## src/stdc_pkg.sv

```systemverilog
package stdc_pkg;

  // ****************************************************************
  // Counter geometry and reset values.
  // ****************************************************************

  // Width of the tick counter and of the reload value.
  localparam int unsigned CNT_W = 24;

  // Counter value after reset.
  localparam logic [23:0] CNT_RST = 24'h000000;

  // Reload value after reset.
  localparam logic [23:0] RELOAD_RST = 24'h000000;

  // Counter value one step above zero, where the interrupt is raised.
  localparam logic [23:0] CNT_ONE = 24'h000001;

  // Amount taken off the counter on each counting edge.
  localparam logic [23:0] CNT_STEP = 24'h000001;

  // ****************************************************************
  // Control/status field positions and reset values.
  // ****************************************************************

  // Bit positions within the control/status word.
  localparam int unsigned CTRL_ENABLE_BIT = 0;
  localparam int unsigned CTRL_INTEN_BIT  = 1;
  localparam int unsigned CTRL_CLKSRC_BIT = 2;
  localparam int unsigned CTRL_COUNT_BIT  = 16;

  // Width of the control/status word as read by software.
  localparam int unsigned CTRL_W = 17;

  // Control bits after reset: counter disabled, interrupt off.
  localparam logic CTRL_ENABLE_RST = 1'h0;
  localparam logic CTRL_INTEN_RST  = 1'h0;
  localparam logic CTRL_CLKSRC_RST = 1'h0;
  localparam logic COUNT_FLAG_RST  = 1'h0;

  // Counter run states.
  typedef enum logic [1:0] {
    STDC_IDLE,
    STDC_RUN,
    STDC_HALT
  } stdc_state_t;

endpackage

```

## src/stdc_sync.sv

```systemverilog
`timescale 1ns/1ps
`default_nettype none

// ****************************************************************
// Two flip-flop synchroniser for single-bit levels.
// ****************************************************************
module stdc_sync (
  input  wire logic clk_i,     // Destination clock.
  input  wire logic rst_n_i,   // Active-low asynchronous reset.
  input  wire logic d_i,       // Asynchronous level in.
  output logic      q_o        // Synchronised level out.
);

  logic meta_ff;  // First stage; read only by the second stage.
  logic sync_ff;  // Second stage; safe for logic to read.

  // The first stage may go metastable, so only the second stage reads it.
  always_ff @(posedge clk_i or negedge rst_n_i) begin
    if (!rst_n_i) begin
      meta_ff <= 1'h0;
      sync_ff <= 1'h0;
    end else begin
      meta_ff <= d_i;
      sync_ff <= meta_ff;
    end
  end

  assign q_o = sync_ff;

endmodule

`default_nettype wire

```

## src/stdc_timer.sv

```systemverilog
`timescale 1ns/1ps
`default_nettype none

// Function
// - 24-bit down counter wrapping to reload value.
// - Decrement by one per counting edge when enabled.
// - Edge after zero loads the reload value.
// - Zero reload stops counter at next wrap.
// - Wrap flag set when counter reaches zero.
// - Status read returns flag then clears it.
// - Current-value write clears counter and flag.
// - Current-value write raises no interrupt.
// - Current-value read shows counter this cycle.
// - Counter holds while system clock gated.
// - Counter holds while processor debug-halted.
// - Status gives source, enable, intenable, flag.
module stdc_timer
  import stdc_pkg::*;
(
  input  wire logic              ref_clk_i,         // System clock, 125 MHz.
  input  wire logic              reset_n_i,         // Active-low asynchronous reset.
  input  wire logic              clk_gated_i,       // System clock gated for low power.
  input  wire logic              debug_halt_i,      // Processor halted by debugger (pin).
  input  wire logic              ext_tick_i,        // Alternate counting reference (pin).
  input  wire logic              ctrl_wr_i,         // Write strobe for control bits.
  input  wire logic              ctrl_enable_i,     // Counter enable written value.
  input  wire logic              ctrl_inten_i,      // Interrupt enable written value.
  input  wire logic              ctrl_clksrc_i,     // 1: system clock, 0: reference.
  input  wire logic              ctrl_rd_i,         // Read strobe for control/status.
  input  wire logic              reload_wr_i,       // Write strobe for reload value.
  input  wire logic [CNT_W-1:0]  reload_data_i,     // Reload value written.
  input  wire logic              current_wr_i,      // Write strobe for current value.
  input  wire logic              current_rd_i,      // Read strobe for current value.
  output logic [CTRL_W-1:0]      tick_ctrl_status_o,   // Control/status read data.
  output logic [CNT_W-1:0]       tick_reload_value_o,  // Reload register contents.
  output logic [CNT_W-1:0]       tick_current_value_o, // Counter captured on read.
  output logic                   tick_irq_o            // One-cycle tick interrupt pulse.
);

  // ****************************************************************
  // Reset release and pin synchronisation.
  // ****************************************************************

  logic              rst_meta_ff;   // First reset release stage.
  logic              rst_n_ff;      // Reset used by the whole block.
  logic              halt_s;        // Synchronised debug halt.
  logic              clk_gated_s;   // Synchronised clock gate indication.
  logic              ext_tick_s;    // Synchronised reference clock.
  logic              ext_tick_d_ff; // Previous reference level for edge detect.

  // Reset asserts at once and releases after two edges.
  always_ff @(posedge ref_clk_i or negedge reset_n_i) begin
    if (!reset_n_i) begin
      rst_meta_ff <= 1'h0;
      rst_n_ff    <= 1'h0;
    end else begin
      rst_meta_ff <= 1'h1;
      rst_n_ff    <= rst_meta_ff;
    end
  end

  // Halt, gate and reference pins are asynchronous, so each passes two flops.
  // The cost is two to three cycles of latency before the counter reacts.
  stdc_sync u_sync_halt (
    .clk_i   (ref_clk_i),
    .rst_n_i (rst_n_ff),
    .d_i     (debug_halt_i),
    .q_o     (halt_s)
  );

  stdc_sync u_sync_gate (
    .clk_i   (ref_clk_i),
    .rst_n_i (rst_n_ff),
    .d_i     (clk_gated_i),
    .q_o     (clk_gated_s)
  );

  stdc_sync u_sync_ref (
    .clk_i   (ref_clk_i),
    .rst_n_i (rst_n_ff),
    .d_i     (ext_tick_i),
    .q_o     (ext_tick_s)
  );

  // The edge detector reads only the synchronised copy.
  always_ff @(posedge ref_clk_i or negedge rst_n_ff) begin
    if (!rst_n_ff) begin
      ext_tick_d_ff <= 1'h0;
    end else begin
      ext_tick_d_ff <= ext_tick_s;
    end
  end

  // ****************************************************************
  // Control and reload registers.
  // ****************************************************************

  logic              enable_ff;     // Counter enable.
  logic              inten_ff;      // Tick interrupt enable.
  logic              clksrc_ff;     // Counting clock select.
  logic [CNT_W-1:0]  reload_ff;     // Reload value.

  // Software-written control bits steer the counter.
  always_ff @(posedge ref_clk_i or negedge rst_n_ff) begin
    if (!rst_n_ff) begin
      enable_ff <= CTRL_ENABLE_RST;
      inten_ff  <= CTRL_INTEN_RST;
      clksrc_ff <= CTRL_CLKSRC_RST;
    end else if (ctrl_wr_i) begin
      enable_ff <= ctrl_enable_i;
      inten_ff  <= ctrl_inten_i;
      clksrc_ff <= ctrl_clksrc_i;
    end
  end

  // Reload value is held until software changes it.
  always_ff @(posedge ref_clk_i or negedge rst_n_ff) begin
    if (!rst_n_ff) begin
      reload_ff <= RELOAD_RST;
    end else if (reload_wr_i) begin
      reload_ff <= reload_data_i;
    end
  end

  // ****************************************************************
  // Counter.
  // ****************************************************************

  stdc_state_t       state_ff;      // Run state of the counter.
  logic [CNT_W-1:0]  count_ff;      // Current counter value.
  logic              count_flag_ff; // Wrap flag, clear on read.
  logic              tick_en;       // One counting edge this cycle.
  logic              hits_zero;     // Counter steps from one to zero.

  // Counting edge: every system clock or a reference rising edge, unless
  // the clock is gated or the core is halted.
  // The reference is sampled by the system clock, so it must stay high and low
  // for at least one system clock each, or some of its edges are lost.
  assign tick_en = enable_ff && !halt_s && !clk_gated_s &&
                   (clksrc_ff || (ext_tick_s && !ext_tick_d_ff));
  assign hits_zero = tick_en && (count_ff == CNT_ONE) && !current_wr_i;

  // State tracks whether the counter is counting, parked, or frozen.
  always_ff @(posedge ref_clk_i or negedge rst_n_ff) begin
    if (!rst_n_ff) begin
      state_ff <= STDC_IDLE;
    end else begin
      case (state_ff)
        STDC_IDLE: begin
          if (enable_ff && (reload_ff != RELOAD_RST)) begin
            state_ff <= STDC_RUN;
          end
        end
        STDC_RUN: begin
          if (enable_ff && (halt_s || clk_gated_s)) begin
            state_ff <= STDC_HALT;
          end else if (!enable_ff) begin
            state_ff <= STDC_IDLE;
          end
        end
        STDC_HALT: begin
          if (!halt_s && !clk_gated_s) begin
            state_ff <= STDC_RUN;
          end
        end
        default: begin
          state_ff <= STDC_IDLE;
        end
      endcase
    end
  end

  // Counter decrements toward zero, then reloads on the next edge.
  // A zero reload leaves it parked at zero.
  always_ff @(posedge ref_clk_i or negedge rst_n_ff) begin
    if (!rst_n_ff) begin
      count_ff <= CNT_RST;
    end else if (current_wr_i) begin
      count_ff <= CNT_RST;
    end else if (tick_en) begin
      if (count_ff == CNT_RST) begin
        count_ff <= reload_ff;
      end else begin
        count_ff <= count_ff - CNT_STEP;
      end
    end
  end

  // Flag is set on reaching zero; a new wrap wins over a read clear.
  // A clear that won in the cycle of a wrap would lose that wrap for good,
  // so the set takes priority over the read clear; a current-value write always clears.
  always_ff @(posedge ref_clk_i or negedge rst_n_ff) begin
    if (!rst_n_ff) begin
      count_flag_ff <= COUNT_FLAG_RST;
    end else if (hits_zero) begin
      count_flag_ff <= 1'h1;
    end else if (ctrl_rd_i || current_wr_i) begin
      count_flag_ff <= 1'h0;
    end
  end

  // ****************************************************************
  // Read data and interrupt.
  // ****************************************************************

  // Status word reports the flag as it stood before the clearing read.
  always_ff @(posedge ref_clk_i or negedge rst_n_ff) begin
    if (!rst_n_ff) begin
      tick_ctrl_status_o <= '0;
    end else begin
      tick_ctrl_status_o                  <= '0;
      tick_ctrl_status_o[CTRL_ENABLE_BIT] <= enable_ff;
      tick_ctrl_status_o[CTRL_INTEN_BIT]  <= inten_ff;
      tick_ctrl_status_o[CTRL_CLKSRC_BIT] <= clksrc_ff;
      tick_ctrl_status_o[CTRL_COUNT_BIT]  <= count_flag_ff;
    end
  end

  // Reload value is shown from its own register copy.
  always_ff @(posedge ref_clk_i or negedge rst_n_ff) begin
    if (!rst_n_ff) begin
      tick_reload_value_o <= RELOAD_RST;
    end else begin
      tick_reload_value_o <= reload_ff;
    end
  end

  // The counter is captured in the very cycle of the read strobe.
  always_ff @(posedge ref_clk_i or negedge rst_n_ff) begin
    if (!rst_n_ff) begin
      tick_current_value_o <= CNT_RST;
    end else if (current_rd_i) begin
      tick_current_value_o <= count_ff;
    end
  end

  // A clearing write never reaches here since hits_zero excludes it.
  always_ff @(posedge ref_clk_i or negedge rst_n_ff) begin
    if (!rst_n_ff) begin
      tick_irq_o <= 1'h0;
    end else begin
      tick_irq_o <= hits_zero && inten_ff;
    end
  end
endmodule

`default_nettype wire

```

## config.mk

```make
export PLATFORM = sky130hd
export DESIGN_NAME = stdc_timer
export DESIGN_NICKNAME = d
export VERILOG_FILES = /design/src/stdc_pkg.sv /design/src/stdc_sync.sv /design/src/stdc_timer.sv
export SDC_FILE = /design/constraint.sdc
export NUM_CORES = 1
export LEC_CHECK = 0
export BUFFER_PORTS_ARGS = -buffer_cell sky130_fd_sc_hd__buf_2
export CORE_ASPECT_RATIO = 0.75
export CORE_MARGIN = 10
export CORE_UTILIZATION = 53
export CTS_CLUSTER_SIZE = 10
export DETAILED_ROUTE_END_ITERATION = 8
export HOLD_SLACK_MARGIN = 0.08
export PLACE_DENSITY = 0.78
export SYNTH_ARGS = -nofsm -noshare
export SYNTH_HDL_FRONTEND = slang
export SYNTH_SLANG_ARGS = --single-unit
```

## constraint.sdc

```tcl
create_clock -name ref_clk_i -period 4.3 [get_ports ref_clk_i]
set_input_delay 0.86 -clock ref_clk_i [delete_from_list [all_inputs] [get_ports ref_clk_i]]
set_output_delay 0.86 -clock ref_clk_i [all_outputs]
set_load 0.005 [all_outputs]
```

==> flow_summary.json, run 1 <==
{
  "vias": 3358,
  "synth_edf_count": 0,
  "port_buffers": 89,
  "wl_per_cell_um": 20.42,
  "critPathRequiredTime_ns": 4.54,
  "place.gp.congestion": 0.9656,
  "slew_viol_final": 0,
  "path_buf_inv": 0,
  "ys_top_cells_by_area": "dfrtp_1 60%, mux2_2 12%, buf_4 2.1%",
  "cp_cell_sequence": "or4_4 -> nor4_4 -> nand2_1 -> mux2i_1 -> o22ai_1",
  "worst_slew_margin_rel_pct": 38.38,
  "synthCells": 365,
  "max_stage_delay_ns": 0.59,
  "cp-start-kind": "flip-flop",
  "cp_num_cells": 5,
  "finalWirelength_um": 11780,
  "busiest_layer": "met2",
  "post-route-period-util_pct": 60.14,
  "pin_count": 103,
  "synth-seq-cells": 114,
  "antenna_cells": 0,
  "min_period_ns": 2.586,
  "yosysSeqAreaShare_pct": 60.11,
  "cts.hold.buffers_added": 0,
  "drv_cap": 0,
  "fillers": 630,
  "grt_antenna_before_repair": 0,
  "grt_use_total_pct": 18.53,
  "layout-drive-gt1-share_pct": 39.02,
  "htreeDepth": 4,
  "grt_pass1_wl_um": 18730,
  "layout_common_cells": "113 x dfrtp_1, 89 x buf_2, 52 x mux2_2",
  "synth_async_sr_flop_share_pct": 100.0,
  "dr.pass1.iters": 6,
  "rsz0062_at_grt": "no",
  "status": "completed",
  "crit_slowest_cell": "or4_4",
  "synth_area_leader_cell": "dfrtp_1",
  "hp-class": "in -> async",
  "die_w_um": 129.3,
  "drc": 0,
  "die_area_um2": 13180,
  "cp_top_family": "simple AND/OR/NAND/NOR gates",
  "cts_buffer_depth": 2,
  "cts_sinks": 114,
  "cts_root_buf": "clkbuf_16",
  "crit_type": "reg -> reg",
  "max-vdd-ir-drop_mv": 0.3522,
  "netlist_area_um2": 4746,
  "synth_flop_cell": "dfrtp_1",
  "use_met2_pct": 24.65,
  "grt_max_degree": 62,
  "layoutNonFillerInstCount": 577,
  "synth_area_per_cell_um2": 13.00,
  "die_h_um": 102.0,
  "final_common_cell": "dfrtp_1",
  "viasPerCell": 5.820,
  "rows": 29,
  "cts_inserted_buffers": 17,
  "grt_pass1_vias": 3382,
  "synth_top_area_share_pct": 60.11,
  "hold_slack_ns": 0.2245,
  "gr-total-overflow": 0,
  "core_region_area_um2": 8600,
  "worst_pin_slew_ns": 0.9146,
  "ant_nets": 0,
  "post_cts_resized": 0,
  "area_delta_synth_final_pct": 22.07,
  "reg2reg_depth": 5,
  "p_leak_nw": 2.829,
  "path_max_fanout": 11,
  "initial_utilization_pct": 55.19,
  "drtIter0Drc": 258,
  "grt_use_met3_pct": 10.40,
  "max_freq_mhz": 386.7,
  "cts_tree": "built",
  "p_per_area_nw_per_um2": 588.0,
  "nNetsFinal": 497,
  "finClkSkew_ns": 0.004993,
  "clk_pin_slew_worst_paths_ns": 0.05,
  "hold_violations": 0,
  "hpwl_um": 8121,
  "arrival_ns": 2.82,
  "endpoint_kind": "flip-flop",
  "postCtsSetupBuffers": 0,
  "report.final.setup_viol": 0,
  "placed_cells": 546,
  "yosysUniqueCellTypes": 50,
  "synth_warnings": 0,
  "grtUsageMet1_pct": 24.41,
  "setup_tns_ns": 0,
  "insertion_delay_ns": 0.41
}
## where the power goes
part,switching [W],internal [W]
registers,0.0000923,0.00117
logic,0.000472,0.000329
clock network,0.000447,0.000894
total,0.00101,0.00239
## cell usage after synthesis, drive strengths merged, types with 6 or more instances
| cell | count |
|---|---|
| o21ai | 16 |
| clkbuf | 14 |
| a21oi | 16 |
| o31ai | 7 |
| or3 | 7 |
| nand2 | 8 |
| nor2 | 13 |
| mux2i | 8 |
| dfrtp | 114 |
| nand4 | 6 |
| mux2 | 54 |
| or4 | 6 |
| nor4 | 10 |
| inv | 10 |
| buf | 17 |
## flip-flops by register name, indices dropped and copies added, names as in the netlist
| name | flops |
|---|---|
| inten_ff | 1 |
| u_sync_gate.meta_ff | 1 |
| rst_n_ff | 1 |
| u_sync_halt.q_o | 1 |
| tick_irq_o | 1 |
| ext_tick_d_ff | 1 |
| u_sync_gate.q_o | 1 |
| rst_meta_ff | 1 |
| tick_current_value_o | 24 |
| count_flag_ff | 1 |
| count_ff | 24 |
| u_sync_ref.q_o | 1 |
| tick_reload_value_o | 24 |
| tick_ctrl_status_o | 4 |
| u_sync_ref.meta_ff | 1 |
| enable_ff | 1 |
| u_sync_halt.meta_ff | 1 |
| clksrc_ff | 1 |
| reload_ff | 24 |
## metal layers
| layer | vias to the layer above | part of all wire, % |
|---|---|---|
| met1 | 1626 | 43 |
| met5 | - | 0 |
| met4 | 0 | 1.6 |
| li1 | 1517 | - |
| met3 | 19 | 14 |
| met2 | 196 | 41 |
## layout make-up
| cell class | instances | area (um^2) | share of cell area, % |
|---|---|---|---|
| clock buffers | 27 | 533.0 | 9.201 |
| clock inverters | 4 | 45.04 | 0.7775 |
| multi-input cells | 222 | 1718 | 29.65 |
| repair buffers | 92 | 467.9 | 8.078 |
| flip-flops and latches | 114 | 2856 | 49.31 |
| well taps | 108 | 135.1 | 2.333 |
| inverters | 10 | 37.54 | 0.6479 |
## final timing paths
| kind | slack (ns) | start | endpoint |
|---|---|---|---|
| setup reg to reg | 1.71 | count_ff[21] | count_ff[16] |
| max in group asynchronous | 2.78 | rst_n_ff | tick_current_value_o[7] |
| min in group ref_clk_i | 0.34 | u_sync_gate.meta_ff | u_sync_gate.q_o |
| hold / removal | 0.22 | reset_n_i | rst_n_ff |
| setup / recovery | 1.71 | count_ff[21] | count_ff[16] |
| hold reg to reg | 0.34 | u_sync_gate.meta_ff | u_sync_gate.q_o |
## cells by family (layout without fill, tap and decap cells)
family	after synthesis	count (layout)	synth area share (%)
AOI/OAI and AO/OA	74	74	10.70
adders and majority gates	3	3	0.7910
buffers and inverters	41	133	4.640
DFF	114	114	60.11
muxes	62	62	14.50
other	2	14	0.1582
and+or+nand+nor	69	69	9.096
## stage by stage
stage	utilization, %	power [W]	setup WS [ns]	instance area [um^2]
floorplan	-	0.001869	0.8890	4791
global placement	60.64	0.002032	1.897	5215
detailed placement	60.64	0.002057	1.791	5215
CTS	67.37	0.003412	1.772	5793
global route	67.37	0.003562	1.597	5793
finish	67.37	0.003406	1.714	5793
Note: power is estimated with default switching activity, not from simulation.
==> inputs of run 2 (changes only) <==
clock period = 2.5 ns   (was 4.3 ns; I/O delays follow)
==> flow_summary.json, run 2 (synthesis results as in run 1) <==
{
  "reg2reg_depth": 5,
  "critPathRequiredTime_ns": 2.80,
  "max-vdd-ir-drop_mv": 0.6932,
  "max_stage_delay_ns": 0.59,
  "cts_root_buf": "clkbuf_16",
  "insertion_delay_ns": 0.42,
  "viasPerCell": 5.786,
  "cp_cell_sequence": "or4_4 -> or4_4 -> nor2_4 -> o21ai_0 -> a32o_1",
  "layout-drive-gt1-share_pct": 41.96,
  "min_period_ns": 2.377,
  "busiest_layer": "met2",
  "final_common_cell": "dfrtp_1",
  "max_freq_mhz": 420.7,
  "ant_nets": 0,
  "hp-class": "in -> reg",
  "cts_tree": "built",
  "whs_path_depth": 1,
  "p_leak_nw": 2.960,
  "nNetsFinal": 518,
  "min_to": "u_sync_ref.meta_ff",
  "hold_violations": 0,
  "port_buffers": 89,
  "cts_sinks": 114,
  "vias": 3466,
  "htreeDepth": 4,
  "die_h_um": 102.0,
  "grtUsageMet1_pct": 25.86,
  "placed_cells": 566,
  "post-route-period-util_pct": 95.08,
  "finClkSkew_ns": 0.007294,
  "grt_antenna_before_repair": 0,
  "postLayoutCoreUtil_pct": 70.20,
  "dr.pass1.iters": 5,
  "core_region_area_um2": 8600,
  "grt_pass1_wl_um": 19980,
  "grt_max_degree": 47,
  "antenna_cells": 0,
  "gr-total-overflow": 0,
  "r2r_start": "count_ff[21]",
  "r2r_slack_ns": 0.12,
  "slew_viol_final": 0,
  "grt_pass1_vias": 3623,
  "report.final.setup_viol": 0,
  "crit_slowest_cell": "or4_4",
  "grt_use_met3_pct": 10.71,
  "arrival_ns": 2.68,
  "layout_common_cells": "113 x dfrtp_1, 89 x buf_2, 52 x mux2_2",
  "area_delta_synth_final_pct": 27.21,
  "place.gp.congestion": 0.9766,
  "drc": 0,
  "status": "completed",
  "layoutNonFillerInstCount": 599,
  "grt_use_total_pct": 19.89,
  "worstReg2RegEnd": "count_ff[15]",
  "cp-start-kind": "flip-flop",
  "post_cts_resized": 0,
  "worst_path_most_repeated_cell": "or4_4",
  "finalWirelength_um": 12480,
  "pin_count": 103,
  "use_met2_pct": 27.32,
  "rsz0062_at_grt": "no",
  "worst_slew_margin_rel_pct": 56.13,
  "die_area_um2": 13180,
  "path_max_fanout": 10,
  "fillers": 613,
  "cts_inserted_buffers": 17,
  "endpoint_kind": "flip-flop",
  "initial_utilization_pct": 55.19,
  "worst_pin_slew_ns": 0.6557,
  "setup_tns_ns": 0,
  "die_w_um": 129.3,
  "rows": 29,
  "crit_type": "reg -> reg",
  "wl_per_cell_um": 20.83,
  "clk_pin_slew_worst_paths_ns": 0.05,
  "hpwl_um": 9083,
  "p_per_area_nw_per_um2": 1061,
  "drtIter0Drc": 364,
  "hold_start": "ext_tick_i",
  "drv_cap": 0,
  "cts_buffer_depth": 2
}
==> run 2: cell count changes in the layout (fill, tap and decap cells not counted) <==
| cell | change |
|---|---|
| clkinv_4 | +1 |
| buf_4 | +19 |
| clkbuf_1 | -2 |
| clkbuf_8 | -6 |
| bufinv_16 | +4 |
| buf_12 | +1 |
| clkinvlp_4 | +2 |
| inv_6 | +2 |
| dlygate4sd3_1 | +1 |
==> run 2: routing by layer <==
| layer | wire (um) | vias to the layer above |
|---|---|---|
| met5 | 0 | - |
| met4 | 221 | 0 |
| met3 | 1749 | 24 |
| met2 | 5147 | 203 |
| met1 | 5358 | 1682 |
| li1 | - | 1557 |
==> run 2: cell type report <==
| class | instances | area (um^2) | area share, % |
|---|---|---|---|
| clock buffers | 19 | 442.9 | 7.337 |
| clock inverters | 13 | 206.4 | 3.420 |
| inverters | 10 | 37.54 | 0.6218 |
| multi-input cells | 222 | 1718 | 28.46 |
| flip-flops and latches | 114 | 2856 | 47.32 |
| well taps | 108 | 135.1 | 2.238 |
| repair buffers | 113 | 640.6 | 10.61 |
==> run 2: worst max path at each step <==
stage                  from           end  slack (ns)  depth (start not counted)
3_3_place_gp   count_ff[21]  count_ff[15]        0.19                          5
6_report       count_ff[21]  count_ff[15]        0.12                          5
3_5_place_dp   count_ff[21]  count_ff[15]        0.13                          5
5_1_grt        count_ff[20]   count_ff[7]       0.008                          6
2_1_floorplan  count_ff[21]  count_ff[12]        0.31                          6
4_1_cts        count_ff[21]  count_ff[15]        0.14                          5
==> run 2: power by group <==
part | internal (W) | switching, W
Combinational | 0.000698 | 0.000910
Clock | 0.00179 | 0.000849
Sequential | 0.00201 | 0.000146
==> run 2: repair_timing <==
item	in CTS	in global routing
endpoints found under the hold margin	2	0
setup buffers	0	0
hold buffers	1	0
==> run 2: through the flow <==
stage                     cell area [um^2]  hold WS (ns)  total power (W)  worst slack [ns]
after floorplan                       4792        0.2044         0.003214            0.3057
after global placement                5378        0.2869         0.003731            0.1877
after detailed placement              5378        0.2865         0.003748            0.1327
after CTS                             6037        0.1730         0.006410            0.1395
after global routing                  6037        0.1731         0.006677          0.008318
final                                 6037        0.1886         0.006408            0.1231
==> run 2: worst max-delay path, delay by kind of cell (launching register included) <==
kind,cells,cell delay (ns)
flip-flops,1,0.43
AND/OR/NAND/NOR,3,1.41
AO/OA/AOI/OAI,2,0.41
